--- src/tfs_pkg.sv ---
// Purpose: constants for the transceiver fault status block
// Assumes: 20 MHz clock, register port with one-cycle read latency
// Notes: status word layout and register offsets
package tfs_pkg;
    localparam int unsigned CLK_HZ = 20000000;
    localparam int unsigned TX_ACTIVE_MAX_US = 4000;
    localparam int unsigned TX_ACTIVE_MAX_CYC =
        (TX_ACTIVE_MAX_US * (CLK_HZ / 1000000));
    localparam int unsigned ADDR_W = 4;
    localparam int unsigned DATA_W = 16;
    localparam logic [3:0] ADDR_STATUS = 4'h0;
    localparam logic [3:0] ADDR_IRQ_STATUS = 4'h1;
    localparam logic [3:0] ADDR_IRQ_MASK = 4'h2;
    localparam logic [3:0] ADDR_CTRL = 4'h3;
    localparam int unsigned BIT_POWER_UP = 3;
    localparam int unsigned BIT_OT_SHUTDOWN = 5;
    localparam int unsigned BIT_OT_WARNING = 6;
    localparam int unsigned BIT_TX_TIMEOUT = 7;
    localparam int unsigned BIT_ERROR = 11;
    localparam int unsigned BIT_MODE_EN = 13;
    localparam int unsigned BIT_MODE_STANDBY_SELECT_PIN = 14;
    localparam int unsigned BIT_PARITY = 15;
    localparam logic [15:0] STATUS_RESET = 16'h0000;
    localparam logic [15:0] MASK_RESET = 16'h0000;
    localparam logic [15:0] CTRL_RESET = 16'h0001;
    typedef enum logic [2:0] {
        normal_mode,
        receive_only_mode,
        standby_mode,
        sleep_mode,
        go_to_sleep_mode
    } tfs_mode_t;
endpackage

--- src/tfs_timer_if.sv ---
// Purpose: link between the fault logic and the active-time counter
// Assumes: one clock domain
// Notes: active holds while transmitter is active
`timescale 1ns/100ps
`default_nettype none
interface tfs_timer_if;
    logic active;
    logic expired;
    modport owner (output active, input expired);
    modport timer (input active, output expired);
endinterface
`default_nettype wire

--- src/tfs_active_timer.sv ---
// Purpose: times continuous transmitter activity
// Assumes: active is a level from the owner
// Notes: expired is a registered pulse-level once the limit is exceeded
`timescale 1ns/100ps
`default_nettype none
module tfs_active_timer #(
    parameter int unsigned LIMIT = 80000
) (
    input wire logic clk,
    input wire logic rst_n,
    tfs_timer_if.timer tif
);
    localparam int unsigned CW = $clog2(LIMIT + 2);
    localparam logic [CW-1:0] LIMIT_C = CW'(LIMIT);
    logic [CW-1:0] cnt_q;
    logic expired_q;

    // a zero limit would fire on the first active cycle
    if (LIMIT < 1) begin : g_bad_limit
        $error("limit must be at least one cycle");
    end

    // count up while active, restart whenever activity stops
    always_ff @(posedge clk) begin
        if (!rst_n || !tif.active) begin
            cnt_q <= '0;
        end else if (cnt_q <= LIMIT_C) begin
            cnt_q <= cnt_q + CW'(1);
        end
    end

    always_ff @(posedge clk) begin
        if (!rst_n) begin
            expired_q <= 1'b0;
        end else begin
            expired_q <= tif.active && (cnt_q >= LIMIT_C);
        end
    end

    assign tif.expired = expired_q;
endmodule
`default_nettype wire

--- src/tfs_fault_status.sv ---
// Purpose: thermal and transmitter time-out protection with status word
// Assumes: all inputs synchronous to clk; mode and supply levels given
// Notes: status word cleared by read-out or by entry into normal mode
`timescale 1ns/100ps
`default_nettype none
module tfs_fault_status
    import tfs_pkg::*;
#(
    parameter int unsigned TX_MAX_CYC = TX_ACTIVE_MAX_CYC
) (
    input wire logic clk,
    input wire logic rst_n,
    input wire logic [3:0] reg_addr,
    input wire logic [15:0] reg_wdata,
    input wire logic reg_wr,
    input wire logic reg_rd,
    output logic [15:0] reg_rdata,
    input wire tfs_mode_t op_mode,
    input wire logic temp_warning,
    input wire logic temp_shutdown,
    input wire logic supply_tx_ok,
    input wire logic supply_bat_ok,
    input wire logic transmit_gate_input,
    input wire logic bus_guardian_gate,
    output logic transmitter_enable,
    output logic error_indication_output,
    output logic irq
);
    localparam logic [15:0] IRQ_SRC_MASK = 16'(
        (1 << BIT_OT_WARNING) | (1 << BIT_OT_SHUTDOWN) |
        (1 << BIT_TX_TIMEOUT) | (1 << BIT_POWER_UP));

    logic ot_warn_q;
    logic ot_shut_q;
    logic tx_tout_q;
    logic power_up_q;
    logic supplies_seen_q;
    tfs_mode_t mode_prev_q;
    logic [15:0] irq_stat_q;
    logic [15:0] irq_mask_q;
    logic [15:0] ctrl_q;
    logic [15:0] rdata_q;
    logic tx_en_q;
    logic error_indication_output_q;
    logic irq_q;
    logic [15:0] status_word;
    logic [15:0] irq_events;
    logic enter_normal;
    logic sir_read;
    logic status_clear;
    logic in_normal;
    logic error_bit;
    logic tx_request;
    logic tout_event;
    logic warn_event;
    logic shut_event;
    logic pwr_event;
    logic wr_irq_stat;
    logic wr_irq_mask;
    logic wr_ctrl;
    logic [15:0] rd_mux;

    tfs_timer_if tif ();

    // refuse a limit the timer cannot serve and a layout that breaks
    // the fixed 16-bit word carried by the register port
    if (TX_MAX_CYC < 1) begin : g_bad_limit
        $error("active time limit too short");
    end
    if (DATA_W != 16) begin : g_bad_width
        $error("status word must be 16 bits wide");
    end
    if (BIT_PARITY != DATA_W - 1) begin : g_bad_parity
        $error("parity must sit in the top bit of the status word");
    end
    if (BIT_MODE_STANDBY_SELECT_PIN >= BIT_PARITY) begin : g_bad_mode
        $error("mode bits must sit below the parity bit");
    end
    if (BIT_TX_TIMEOUT >= BIT_ERROR) begin : g_bad_fault
        $error("fault bits must sit below the summary error bit");
    end

    function automatic logic even_parity(input logic [14:0] bits);
        even_parity = ^bits;
    endfunction

    function automatic logic [1:0] mode_bits(input tfs_mode_t m);
        case (m)
            normal_mode: mode_bits = 2'h3;
            receive_only_mode: mode_bits = 2'h2;
            default: mode_bits = 2'h0;
        endcase
    endfunction

    // one index decode shared by the write and read paths
    function automatic logic addr_is(input logic [3:0] a,
        input logic [3:0] idx);
        addr_is = (a == idx);
    endfunction

    assign in_normal = (op_mode == normal_mode);
    assign enter_normal = in_normal && (mode_prev_q != normal_mode);
    assign sir_read = reg_rd && addr_is(reg_addr, ADDR_STATUS);
    // register writes decoded once for all register processes
    assign wr_irq_stat = reg_wr && addr_is(reg_addr, ADDR_IRQ_STATUS);
    assign wr_irq_mask = reg_wr && addr_is(reg_addr, ADDR_IRQ_MASK);
    assign wr_ctrl = reg_wr && addr_is(reg_addr, ADDR_CTRL);
    // thermal events only count in normal mode
    assign warn_event = in_normal && temp_warning;
    assign shut_event = in_normal && temp_shutdown;
    // power-up fires on the first cycle with both supplies up;
    // a supply drop re-arms it so a later power cycle is seen again
    assign pwr_event = supply_tx_ok && supply_bat_ok && !supplies_seen_q;
    assign status_clear = sir_read || enter_normal;
    // gate low and guardian high means the transmitter is asked to drive
    assign tx_request = in_normal && !transmit_gate_input && bus_guardian_gate;
    assign tif.active = tx_request && tx_en_q;
    assign tout_event = tif.expired;
    assign error_bit = ot_warn_q || ot_shut_q || tx_tout_q;

    // status word assembly; power-up stays out of the error term
    always_comb begin
        status_word = 16'h0000;
        status_word[BIT_POWER_UP] = power_up_q;
        status_word[BIT_OT_SHUTDOWN] = ot_shut_q;
        status_word[BIT_OT_WARNING] = ot_warn_q;
        status_word[BIT_TX_TIMEOUT] = tx_tout_q;
        status_word[BIT_ERROR] = error_bit;
        {status_word[BIT_MODE_STANDBY_SELECT_PIN], status_word[BIT_MODE_EN]} =
            mode_bits(op_mode);
        status_word[BIT_PARITY] = even_parity(status_word[14:0]);
    end

    always_ff @(posedge clk) begin
        if (!rst_n) begin
            mode_prev_q <= standby_mode;
        end else begin
            mode_prev_q <= op_mode;
        end
    end

    // thermal detection, set wins over clear
    always_ff @(posedge clk) begin
        if (!rst_n) begin
            ot_warn_q <= 1'b0;
        end else if (warn_event) begin
            ot_warn_q <= 1'b1;
        end else if (status_clear) begin
            ot_warn_q <= 1'b0;
        end
    end

    always_ff @(posedge clk) begin
        if (!rst_n) begin
            ot_shut_q <= 1'b0;
        end else if (shut_event) begin
            ot_shut_q <= 1'b1;
        end else if (status_clear) begin
            ot_shut_q <= 1'b0;
        end
    end

    always_ff @(posedge clk) begin
        if (!rst_n) begin
            tx_tout_q <= 1'b0;
        end else if (tout_event) begin
            tx_tout_q <= 1'b1;
        end else if (status_clear) begin
            tx_tout_q <= 1'b0;
        end
    end

    // power-up bit set each time both supplies come up after reset or a supply drop
    always_ff @(posedge clk) begin
        if (!rst_n) begin
            supplies_seen_q <= 1'b0;
        end else if (supply_tx_ok && supply_bat_ok) begin
            supplies_seen_q <= 1'b1;
        end else begin
            supplies_seen_q <= 1'b0;
        end
    end

    always_ff @(posedge clk) begin
        if (!rst_n) begin
            power_up_q <= 1'b0;
        end else if (pwr_event) begin
            power_up_q <= 1'b1;
        end else if (status_clear) begin
            power_up_q <= 1'b0;
        end
    end

    // transmitter permission; mode is never touched here
    // re-enable waits for the registered fault bits, so a clear that
    // meets a fresh shutdown or time-out keeps the transmitter off
    always_ff @(posedge clk) begin
        if (!rst_n) begin
            tx_en_q <= 1'b1;
        end else if (shut_event || tout_event) begin
            tx_en_q <= 1'b0;
        end else if (!ot_shut_q && !tx_tout_q && ctrl_q[0]) begin
            tx_en_q <= 1'b1;
        end else if (!ctrl_q[0]) begin
            tx_en_q <= 1'b0;
        end
    end

    always_ff @(posedge clk) begin
        if (!rst_n) begin
            transmitter_enable <= 1'b0;
        end else begin
            transmitter_enable <= tx_en_q && tx_request;
        end
    end

    // error output low while a thermal bit stands, or the time-out bit in normal mode
    always_ff @(posedge clk) begin
        if (!rst_n) begin
            error_indication_output_q <= 1'b1;
        end else begin
            error_indication_output_q <= !(ot_warn_q || ot_shut_q || (in_normal && tx_tout_q));
        end
    end
    assign error_indication_output = error_indication_output_q;

    // interrupt status: set by rising events, write one to clear
    // only the first cycle of a fault raises an interrupt event
    always_comb begin
        irq_events = 16'h0000;
        irq_events[BIT_OT_WARNING] = warn_event && !ot_warn_q;
        irq_events[BIT_OT_SHUTDOWN] = shut_event && !ot_shut_q;
        irq_events[BIT_TX_TIMEOUT] = tout_event && !tx_tout_q;
        irq_events[BIT_POWER_UP] = pwr_event;
    end

    // an event that meets a write-one-to-clear survives it
    always_ff @(posedge clk) begin
        if (!rst_n) begin
            irq_stat_q <= STATUS_RESET;
        end else if (wr_irq_stat) begin
            irq_stat_q <= ((irq_stat_q & ~reg_wdata) | irq_events)
                & IRQ_SRC_MASK;
        end else begin
            irq_stat_q <= (irq_stat_q | irq_events) & IRQ_SRC_MASK;
        end
    end

    always_ff @(posedge clk) begin
        if (!rst_n) begin
            irq_mask_q <= MASK_RESET;
        end else if (wr_irq_mask) begin
            irq_mask_q <= reg_wdata & IRQ_SRC_MASK;
        end
    end

    always_ff @(posedge clk) begin
        if (!rst_n) begin
            ctrl_q <= CTRL_RESET;
        end else if (wr_ctrl) begin
            ctrl_q <= reg_wdata & CTRL_RESET;
        end
    end

    always_ff @(posedge clk) begin
        if (!rst_n) begin
            irq_q <= 1'b0;
        end else begin
            irq_q <= |(irq_stat_q & irq_mask_q);
        end
    end
    assign irq = irq_q;

    // read multiplexer; unmapped indexes read as zero
    always_comb begin
        rd_mux = 16'h0000;
        if (addr_is(reg_addr, ADDR_STATUS)) begin
            rd_mux = status_word;
        end else if (addr_is(reg_addr, ADDR_IRQ_STATUS)) begin
            rd_mux = irq_stat_q;
        end else if (addr_is(reg_addr, ADDR_IRQ_MASK)) begin
            rd_mux = irq_mask_q;
        end else if (addr_is(reg_addr, ADDR_CTRL)) begin
            rd_mux = ctrl_q;
        end
    end

    // read data stand only in the cycle after the strobe; the status
    // word is captured before the read-out clear takes effect
    always_ff @(posedge clk) begin
        if (!rst_n) begin
            rdata_q <= 16'h0000;
        end else if (reg_rd) begin
            rdata_q <= rd_mux;
        end else begin
            rdata_q <= 16'h0000;
        end
    end
    assign reg_rdata = rdata_q;

    tfs_active_timer #(
        .LIMIT(TX_MAX_CYC)
    ) u_timer (
        .clk(clk),
        .rst_n(rst_n),
        .tif(tif)
    );
endmodule
`default_nettype wire

--- config.mk ---
export PLATFORM = sky130hd
export DESIGN_NAME = tfs_fault_status
export DESIGN_NICKNAME = d
export VERILOG_FILES = /design/src/tfs_pkg.sv /design/src/tfs_timer_if.sv /design/src/tfs_active_timer.sv /design/src/tfs_fault_status.sv
export SDC_FILE = /design/constraint.sdc
export NUM_CORES = 1
export LEC_CHECK = 0
export BUFFER_PORTS_ARGS = -buffer_cell sky130_fd_sc_hd__buf_2
export CAP_MARGIN = 20
export CELL_PAD_IN_SITES_DETAIL_PLACEMENT = 1
export CELL_PAD_IN_SITES_GLOBAL_PLACEMENT = 2
export CORE_ASPECT_RATIO = 0.75
export CORE_UTILIZATION = 33
export CTS_BUF_LIST = sky130_fd_sc_hd__clkbuf_8
export CTS_CLUSTER_DIAMETER = 120
export DETAILED_ROUTE_END_ITERATION = 8
export PLACE_DENSITY = 0.91
export SYNTH_ARGS = -nofsm -noshare
export SYNTH_HDL_FRONTEND = slang
export SYNTH_HIERARCHICAL = 1
export SYNTH_SLANG_ARGS = --single-unit
--- constraint.sdc ---
create_clock -name clk -period 1.75 [get_ports clk]
set_input_delay 0.525 -clock clk [delete_from_list [all_inputs] [get_ports clk]]
set_output_delay 0.525 -clock clk [all_outputs]
set_load 0.005 [all_outputs]
Word level (Yosys, flattened, before mapping) --
Cells that the tools add are included.
Operators by class: $add $sub $neg 1, $lt $le $gt $ge 2, equal/unequal tests 5, muxes and demuxes 15, bitwise operators 7, reductions and logical operators 44
Operators with widths (count):
- $mux W8 | 3
- $logic_and A1 B1 Y1 | 19
- $add A17 B1 Y17 const B | 1
- $ge A17 B17 Y1 const B | 1
- $le A17 B17 Y1 const B | 1
- $and A8 B8 Y8 | 2
- $mux W16 | 1
- $or A8 B8 Y8 | 2
- $reduce_or A16 Y1 | 1
- $reduce_xor A15 Y1 | 1
- $mux W1 | 10
- $eq A4 B2 Y1 const B | 2
- $logic_not A1 Y1 | 8
- $not A8 Y8 | 1
- $reduce_bool A2 Y1 | 4
- $logic_or A1 B1 Y1 | 6
- $eq A4 B1 Y1 const B | 1
- $logic_not A4 Y1 | 1
- $pmux W2 S2 | 1
- $eq A3 B1 Y1 const B | 1
- $logic_not A3 Y1 | 1
- $ne A3 B1 Y1 const B | 1
- $reduce_bool A3 Y1 | 1
- $reduce_or A3 Y1 | 1
- 2 further kinds | 3
Storage, ports and cells: bits in registers 59, input bits 33

Depth between registers and ports, before layout --
Gate-level depths: netlist (run 1).
word-level depth 6, gate-level depth with buffers 7, mapped depth without buffers 6

By module --
Netlist (run 1), hierarchy kept.
By module, submodules not included:
- tfs_fault_status | instances 1, cells each 134, area an instance 1280.0 um^2
- tfs_active_timer | instances 1, cells each 117, area an instance 970.9 um^2

Worst setup path before layout (run 1) --
OpenSTA, ideal clock, no wires.
path kind input to register, from in op_mode[0], to reg u_timer.cnt_q[11], setup time 0.069 ns, arrival time 1.573 ns, data required time 1.681 ns, slack 0.109 ns, cell stages on the path 6, buffers on the path 0, path through nor2_1 nand3_1 nor3_1 nand2_1 or4_1 o21ai_1
On the way: cells in the longest elaborated chain, start to end 6
RTL lines:
- start, declared | line tfs_fault_status.sv:18 | input wire tfs_mode_t op_mode,
- $logic_not A3 Y1 | line tfs_fault_status.sv:101 | assign in_normal = (op_mode == normal_mode);
- $logic_and A1 B1 Y1 (2 in series) | line tfs_fault_status.sv:116 | assign tx_request = in_normal && !transmit_gate_input && bus_guardian_gate;
- $logic_and A1 B1 Y1 | line tfs_fault_status.sv:117 | assign tif.active = tx_request && tx_en_q;
- named net tif.active | line tfs_timer_if.sv:7 | logic active;
- $logic_not A1 Y1 | line tfs_active_timer.sv:25 | if (!rst_n || !tif.active) begin
- $logic_or A1 B1 Y1 | line tfs_active_timer.sv:25
- end signal, assigned | line tfs_active_timer.sv:28 | cnt_q <= cnt_q + CW'(1);
- end, declared | line tfs_active_timer.sv:15 | logic [CW-1:0] cnt_q;
The timed path passes the listed nets, and every way through them passes these cells. A chain may end at the register's enable or synchronous reset.

Worst setup path in the final report (run 1) --
from reg u_timer.cnt_q[10], to reg u_timer.cnt_q[14]
On the way: cells in the longest elaborated chain, start to end 1, elaborated cells on any way between the ends 2
RTL lines (line):
- $add A17 B1 Y17 or $le A17 B17 Y1 (tied branches) | tfs_active_timer.sv:28, tfs_active_timer.sv:27
Parallel ways exist; a longest one is shown, timed or not.

==> flow_metrics.env, run 1 <==
export IMPL_clock_latency_ns=0.30
export IMPL_status="completed"
export IMPL_syn_cell_area_um2=2250
export IMPL_numPortBuffers=33
export IMPL_synth_edf_count=0
export IMPL_hold_slack_ns=0.454
export IMPL_grt_pass1_wl_mm=9.17
export IMPL_crit_path_end_kind="flip-flop"
export IMPL_via_per_inst=5.03
export IMPL_ant_nets=0
export IMPL_drtIter0Drc=61
export IMPL_worstPathArrival_ns=1.91
export IMPL_place_gp_congestion=0.756
export IMPL_cts_hold_buf=0
export IMPL_p_clk_frac=0.360
export IMPL_power_leakage_uw=0.00107
export IMPL_grt_usage=0.162
export IMPL_synthesis_instances=251
export IMPL_vdd_drop_max_uv=273
export IMPL_initial_utilization=0.349
export IMPL_setup_viol=0
export IMPL_grt_overflow_total=0
export IMPL_dp_hpwl_mm=4.23
export IMPL_required_ns=1.98
export IMPL_die_area_um2=7160
export IMPL_wl_met1_mm=2.98
export IMPL_wl_per_cell_um=14.4
export IMPL_routed_wl_mm=5.47
export IMPL_grt_max_degree=20
export IMPL_postLayoutCellArea_um2=2680
export IMPL_filler_cell_count=788
export IMPL_firstDrtPassIters=4
export IMPL_cts_sinks=48
export IMPL_ios=52
export IMPL_rsz0062_at_grt="yes"
export IMPL_post_route_period_util=0.959
export IMPL_yosys_top_cells_area="dfxtp_1 43%, mux2i_1 5.3%, nor2_1 4.0%, a21oi_1 3.8%, nand2_1 3.5%"
export IMPL_p_per_area_nw_per_um2=725
export IMPL_antenna_found_initial=0
export IMPL_clockBufferDepth=2
export IMPL_worstSetupPathType="reg2reg"
export IMPL_yosysWarningCount=6
export IMPL_finalPower_uw=1940
export IMPL_nets=332
export IMPL_hold_violations=0
export IMPL_cts_inserted_buffers=5
export IMPL_post_synth_top_area_fraction=0.427
export IMPL_ys_types=50
export IMPL_dr_wl_met2_mm=2.25
export IMPL_die_x_um=97.4
export IMPL_cap_violations=0
export IMPL_num_rows=25
export IMPL_synth_top_cell_by_area="dfxtp_1"
export IMPL_synthFlopType="dfxtp_1"
export IMPL_combPwrFrac=0.063
export IMPL_h_tree_depth=2
export IMPL_multiInputGateArea_um2=1180
export IMPL_area_growth_pct=18.8
export IMPL_fin_crit_ns=1.68
export IMPL_synth_seq_cells=48
export IMPL_cp_start_kind="flip-flop"
export IMPL_internal_power_uw=1480
export IMPL_p_switching_uw=457
export IMPL_coreArea_um2=6440
export IMPL_cts_root_buf="clkbuf_8"
export IMPL_drive_gt1_frac=0.248
export IMPL_path_clk_slew_ns=0.09
export IMPL_wl_met3_um=185
export IMPL_min_path_type="in2reg"
export IMPL_maxSlewViolCount=0
export IMPL_die_y_um=73.5
export IMPL_path_max_fanout=7
export IMPL_timing_fmax_ghz=0.596
export IMPL_grt_pass1_vias=1887
export IMPL_antenna_cells=0
export IMPL_synth_area_per_cell_um2=8.97
export IMPL_postPlaceCellArea_um2=2530
export IMPL_synthArstFlopShare=0
export IMPL_seqPwrFrac=0.577
export IMPL_vias=1907
export IMPL_yosysSeqAreaShare=0.427
export IMPL_skew_ns=0.00657
export IMPL_maxUsedRoutingLayer="met4"
export IMPL_regArea_um2=965
export IMPL_switching_share=0.236
export IMPL_drc_errors=0
export IMPL_cts_tree="built"
## worst max-delay path, cell delays in order (launching register included)
cell,delay [ns]
dfxtp_2,0.36
nor4_4,0.26
buf_4,0.19
o21ai_4,0.10
or4_1,0.53
a21oi_1,0.16
## cells in the mapped netlist (all sizes together), types with 5 or more instances
cell	count
o21a	6
nand2	21
clkbuf	6
a21boi	7
buf	13
o21ai	11
nand3	8
nand4	7
and2	6
nor2b	8
nor3	5
inv	5
a21oi	17
dfxtp	48
mux2i	12
or3	9
nor2	25
## sequential cells by signal (all words and copies together) (netlist names), 3 cells and up
name,count
u_timer/cnt_q,17
irq_stat_q,4
mode_prev_q,3
irq_mask_q,4
reg_rdata,9
## cell type report
type / instances / area share
multi-input combinational: 185 / 0.443
sequential: 48 / 0.361
timing repair buffer: 52 / 0.115
tap: 81 / 0.0379
clock buffer: 6 / 0.0309
inverter: 5 / 0.00702
clock inverter: 2 / 0.00561
## cells by family after synthesis
| logic type | share of synthesized area |
|---|---|
| adder cells (fa/ha/maj) | 0.0111 |
| AND/OR/NAND/NOR | 0.263 |
| flip-flops | 0.427 |
| AO/OA/AOI/OAI | 0.160 |
| other | 0.00167 |
| multiplexers | 0.0534 |
| XOR/XNOR | 0.0156 |
| buffers and inverters | 0.0678 |
## power groups by stage
stage	clock network, µW	logic [µW]	registers (µW)
global route	767	135	1120
detailed placement	0	121	1140
finish	699	122	1120
CTS	726	122	1120
global placement	0	118	1140
floorplan	0	81.9	1140
## metrics by stage
step	TNS, ns	util	std cells	setup WS [ns]
after floorplan	0	-	257	0.109
after global placement	-0.175	0.393	369	-0.0906
after detailed placement	-0.276	0.393	369	-0.155
after CTS	0	0.413	379	0.0329
after global routing	-0.00571	0.415	379	-0.00571
final	0	0.415	379	0.0718
## per-layer routing
layer | track usage | vias to the layer above
met5 | 0 | -
met4 | 0.0441 | 0
met3 | 0.0314 | 8
met2 | 0.243 | 37
met1 | 0.236 | 899
li1 | - | 963
## path summary, 6_finish.rpt
| kind | slack [ns] | startpoint | endpoint | cells past startpoint |
|---|---|---|---|---|
| hold / removal | 0.45 | rst_n | ctrl_q[0] | 2 |
| setup reg to reg | 0.07 | u_timer/cnt_q[10] | u_timer/cnt_q[14] | 5 |
| setup / recovery | 0.07 | u_timer/cnt_q[10] | u_timer/cnt_q[14] | 5 |
| hold reg to reg | 0.50 | u_timer/cnt_q[1] | u_timer/cnt_q[1] | 2 |
## placed cells by master (no fill, tap or decap), drive strengths merged, types with 2 or more instances in the layout
cell / instances
nand4: 7
nand2b: 2
o31ai: 3
clkbuf: 6
mux2i: 12
buf: 52
xnor2: 3
or3: 9
o21ai: 11
conb: 7
ha: 2
nor3: 5
a21boi: 7
o211ai: 4
nand3: 8
clkinvlp: 2
nor2b: 8
a21oi: 17
nand2: 21
nor2: 25
a22oi: 2
and2: 6
and4: 2
o21a: 6
and3: 4
dfxtp: 48
inv: 5
or4: 4
## timing repair
item	4_1_cts	5_1_grt
pin swaps	1	0
endpoints found under the setup margin	2	6
endpoints found under the hold margin	0	0
setup buffers	2	0
gates resized for setup	2	5
No activity file was read; power rests on OpenSTA's default activity.
==> inputs of run 2 (changes only) <==
--- a/config.mk
+++ b/config.mk
@@ -16,3 +16,3 @@
 export DETAILED_ROUTE_END_ITERATION = 8
-export PLACE_DENSITY = 0.91
+export PLACE_DENSITY = 0.79
 export SYNTH_ARGS = -nofsm -noshare
==> constraint.sdc (replaced) <==
create_clock -name clk -period 1.75 [get_ports clk]
set_input_delay 0.35 -clock clk [delete_from_list [all_inputs] [get_ports clk]]
set_output_delay 0.35 -clock clk [all_outputs]
set_load 0.005 [all_outputs]
==> run 2 against run 1 <==
  * Routed wire length fell by 3.2%
  * Clock power increased by 2%
  * Power grew 0.55%
  * Clock skew rose by 0.0053 ns
  * Combinational power about the same
  * Non-clock buffer count decreased by 7
  * Die area did not move
  * Critical path depth shrank 1
  * Hold slack got worse by 0.18 ns
  * Global-route usage shrank 0.49 points
==> flow_metrics.env, run 2 (synthesis results as in run 1) <==
export IMPL_status="completed"
export IMPL_crit_path_end_kind="flip-flop"
export IMPL_grt_max_degree=23
export IMPL_setup_tns_ns=0
export IMPL_hold_violations=0
export IMPL_die_y_um=73.5
export IMPL_setup_viol=0
export IMPL_multiInputGateArea_um2=1180
export IMPL_drtIter0Drc=70
export IMPL_drc_errors=0
export IMPL_antenna_found_initial=0
export IMPL_post_route_period_util=0.953
export IMPL_area_growth_pct=16.1
export IMPL_p_clk_frac=0.365
export IMPL_h_tree_depth=2
export IMPL_worstPathArrival_ns=1.90
export IMPL_cts_tree="built"
export IMPL_dr_wl_met2_mm=1.93
export IMPL_place_gp_congestion=0.760
export IMPL_power_leakage_uw=0.00104
export IMPL_combPwrFrac=0.061
export IMPL_maxSlewViolCount=0
export IMPL_die_x_um=97.4
export IMPL_routed_wl_mm=5.30
export IMPL_cts_root_buf="clkbuf_8"
export IMPL_grt_pass1_wl_mm=8.77
export IMPL_vdd_drop_max_uv=338
export IMPL_coreArea_um2=6440
export IMPL_cts_inserted_buffers=5
export IMPL_antenna_cells=0
export IMPL_grt_overflow_total=0
export IMPL_switching_share=0.241
export IMPL_ant_nets=0
export IMPL_firstDrtPassIters=4
export IMPL_cpMaxStageDelayCell="or4_1"
export IMPL_hold_slack_ns=0.276
export IMPL_die_area_um2=7160
export IMPL_finalPower_uw=1950
export IMPL_clock_latency_ns=0.30
export IMPL_crit_family="simple AND/OR/NAND/NOR gates"
export IMPL_grt_pass1_vias=1749
export IMPL_crit_chain="nor4_4 > o21ai_4 > or4_1 > a21oi_1"
export IMPL_wl_met3_um=211
export IMPL_initial_utilization=0.349
export IMPL_largest_reg_flops=17
export IMPL_seqPwrFrac=0.573
export IMPL_path_max_fanout=6
export IMPL_final_cells=372
export IMPL_path_clk_slew_ns=0.10
export IMPL_final_cell_mix="46 x dfxtp_1, 33 x buf_2, 24 x nor2_1"
export IMPL_num_rows=25
export IMPL_regMostFlops="u_timer/cnt_q"
export IMPL_ios=52
export IMPL_dp_cells=363
export IMPL_cts_hold_buf=0
export IMPL_cp_start_kind="flip-flop"
export IMPL_numPortBuffers=33
export IMPL_dp_hpwl_mm=4.11
export IMPL_timing_fmax_ghz=0.600
export IMPL_wl_met1_mm=3.10
export IMPL_grt_usage=0.157
export IMPL_nets=325
export IMPL_final_common_cell="dfxtp_1"
export IMPL_wl_per_cell_um=14.2
export IMPL_p_switching_uw=470
export IMPL_via_per_inst=5.02
export IMPL_cap_violations=0
export IMPL_cts_sinks=48
export IMPL_skew_ns=0.0119
export IMPL_post_route_util=0.405
export IMPL_p_per_area_nw_per_um2=746
export IMPL_clockBufferDepth=2
export IMPL_cpPeakStageDelay_ns=0.52
export IMPL_filler_cell_count=801
export IMPL_min_path_type="in2reg"
export IMPL_vias=1868
export IMPL_required_ns=1.98
export IMPL_regArea_um2=963
export IMPL_internal_power_uw=1480
export IMPL_drive_gt1_frac=0.220
export IMPL_critPathBufInv=0
export IMPL_rsz0062_at_grt="yes"
export IMPL_worstSetupPathType="reg2reg"
export IMPL_fin_crit_ns=1.67
export IMPL_maxUsedRoutingLayer="met4"
==> run 2: cell count changes in the layout (fill, tap and decap cells not counted) <==
cell     before  now
a21oi_1      16   17
a21oi_2       1    0
buf_4        19   12
dfxtp_1      45   46
dfxtp_2       3    2
nor3_1        3    4
nor3_2        1    0
==> run 2: through the flow <==
stage          instance area, µm²  setup WS, ns
3_5_place_dp                 2490        0.0298
3_3_place_gp                 2490        0.0639
2_1_floorplan                2270         0.208
4_1_cts                      2590        0.0157
5_1_grt                      2610       0.00249
6_report                     2610        0.0826
==> run 2: power by group through the flow <==
stage          sequential [µW]  combinational, µW  clock, µW
6_report                  1120                120        712
5_1_grt                   1120                133        766
4_1_cts                   1120                120        741
3_5_place_dp              1140                120          0
3_3_place_gp              1140                118          0
2_1_floorplan             1140               81.9          0
==> run 2: worst min-delay path, cell delays in order <==
cell,delay (ns)
buf_2,0.08
mux2i_1,0.06
nand2_1,0.07
==> run 2: final timing paths <==
check	endpoint	start	depth (start not counted)	slack (ns)
worst max register to register	u_timer/cnt_q[14]	u_timer/cnt_q[7]	4	0.08
worst max-delay path	u_timer/cnt_q[14]	u_timer/cnt_q[7]	4	0.08
worst min register to register	reg_rdata[0]	ctrl_q[0]	2	0.49
worst min-delay path	ctrl_q[0]	reg_wdata[0]	3	0.28
==> run 2: cell type report <==
type,instances,area share
multi-input cells,185,0.450
flip-flops and latches,48,0.369
repair buffers,45,0.0977
well taps,81,0.0388
clock buffers,6,0.0316
inverters,5,0.00718
clock inverters,2,0.00575
==> run 2: metal layers <==
layer	up-vias	track usage
met1	876	0.244
met4	0	0.0490
met3	5	0.0314
li1	950	-
met5	-	0
met2	37	0.211
==> run 2: what timing repair did <==
action	CTS	global route
gates resized for setup	0	4
buffers inserted	0	1
setup endpoints to repair	0	10
==> inputs of run 3 (changes only) <==
Clock period 1.75 ns to 1.7 ns, I/O delays scaled along.
==> run 3 against run 2 <==
  * Routed wire length grew 3.6%
  * Register-to-register slack got worse by 0.04 ns
  * Final cell count rose by 1.6%
  * Largest cell class unchanged
==> flow_metrics.env, run 3 (synthesis results as in run 1) <==
export IMPL_min_path_type="in2reg"
export IMPL_largest_reg_flops=17
export IMPL_firstDrtPassIters=4
export IMPL_drtIter0Drc=87
export IMPL_postPlaceCellArea_um2=2500
export IMPL_final_common_cell="dfxtp_1"
export IMPL_dpl_worst_slack_ns=-0.0737
export IMPL_routed_wl_mm=5.49
export IMPL_final_cell_mix="43 x dfxtp_1, 33 x buf_2, 24 x nor2_1"
export IMPL_maxSlewViolCount=0
export IMPL_ant_nets=0
export IMPL_final_cells=378
export IMPL_vdd_drop_max_uv=296
export IMPL_place_gp_congestion=0.718
export IMPL_dp_cells=365
export IMPL_cp_start_kind="flip-flop"
export IMPL_path_max_fanout=8
export IMPL_crit_chain="nor4_4 > buf_4 > o211ai_4 > buf_4 > or3_1 > a21oi_1"
export IMPL_cap_violations=0
export IMPL_grt_usage=0.163
export IMPL_skew_ns=0.00796
export IMPL_drc_errors=0
export IMPL_hold_violations=0
export IMPL_cts_root_buf="clkbuf_8"
export IMPL_die_y_um=73.5
export IMPL_vias=1934
export IMPL_die_area_um2=7160
export IMPL_grt_overflow_total=0
export IMPL_post_route_util=0.412
export IMPL_grt_max_degree=23
export IMPL_ios=52
export IMPL_power_leakage_uw=0.00108
export IMPL_cpMaxStageDelayCell="dfxtp_4"
export IMPL_crit_path_end_kind="flip-flop"
export IMPL_timing_fmax_ghz=0.603
export IMPL_area_growth_pct=18.1
export IMPL_regMostFlops="u_timer/cnt_q"
export IMPL_post_route_period_util=0.976
export IMPL_status="completed"
export IMPL_cts_sinks=48
export IMPL_critPathBufInv=2
export IMPL_worstSetupPathType="reg2reg"
export IMPL_wl_per_cell_um=14.5
export IMPL_h_tree_depth=2
export IMPL_antenna_cells=0
export IMPL_clock_latency_ns=0.29
export IMPL_grt_pass1_vias=1825
export IMPL_finalPower_uw=1920
export IMPL_nets=332
export IMPL_initial_utilization=0.349
export IMPL_die_x_um=97.4
export IMPL_grt_pass1_wl_mm=9.14
export IMPL_cts_hold_buf=0
export IMPL_setup_ws_ns=0.0412
export IMPL_critical_path_most_common_cell="buf_4"
export IMPL_fin_crit_ns=1.66
export IMPL_setup_viol=0
export IMPL_required_ns=1.91
export IMPL_cts_inserted_buffers=5
export IMPL_dp_hpwl_mm=4.12
export IMPL_cpPeakStageDelay_ns=0.36
export IMPL_p_per_area_nw_per_um2=722
export IMPL_antenna_found_initial=0
export IMPL_path_clk_slew_ns=0.09
export IMPL_via_per_inst=5.12
export IMPL_num_rows=25
export IMPL_coreArea_um2=6440
export IMPL_numPortBuffers=33
export IMPL_cts_tree="built"
export IMPL_worstPathArrival_ns=1.87
export IMPL_drive_gt1_frac=0.249
export IMPL_postLayoutCellArea_um2=2660
export IMPL_clockBufferDepth=2
export IMPL_crit_family="simple AND/OR/NAND/NOR gates"
## run 3: final cells by class
type	instances	area, µm²
fillers	785	3790
multi-input cells	185	1180
flip-flops and latches	48	970
repair buffers	52	308
well taps	81	101
clock buffers	5	68.8
inverters	5	18.8
clock inverters	2	8.76
## run 3: layer usage
metal  vias to the layer above  GRT usage  share of wire  wire, µm
met5                         -          0              0         0
met4                         0     0.0539         0.0062        34
met3                         2     0.0295          0.032       177
met2                        36      0.232           0.42      2300
met1                       932      0.246           0.54      2980
li1                        964          -              -         -
## run 3: final timing paths
kind               startpoint  slack, ns          endpoint  depth (start not counted)
max          u_timer/cnt_q[7]       0.04  u_timer/cnt_q[7]                          6
min              reg_wdata[0]       0.25         ctrl_q[0]                          3
max reg2reg  u_timer/cnt_q[7]       0.04  u_timer/cnt_q[7]                          6
min reg2reg         ctrl_q[0]       0.48      reg_rdata[0]                          2
## run 3: timing repair
action,4_1_cts,5_1_grt
endpoints found under the setup margin,0,11
resized for setup,0,10
buffers inserted,0,6
## run 3: report_power, final
part	internal [µW]	switching (µW)	leakage, µW
combinational	54.5	68.9	0.000639
sequential	1140	11.4	0.000391
clock	275	371	0.0000452
total	1470	451	0.00108
## run 3: worst register-to-register path, cell delays in order (launching register included)
cell	delay [ns]
dfxtp_4	0.36
nor4_4	0.29
buf_4	0.17
o211ai_4	0.11
buf_4	0.19
or3_1	0.30
a21oi_1	0.16
## run 3: stage by stage
step | hold WS [ns] | setup TNS, ns
after floorplan | 0.413 | 0
after global placement | 0.479 | 0
after detailed placement | 0.476 | -0.133
after CTS | 0.245 | 0
after global routing | 0.272 | -0.172
final | 0.254 | 0
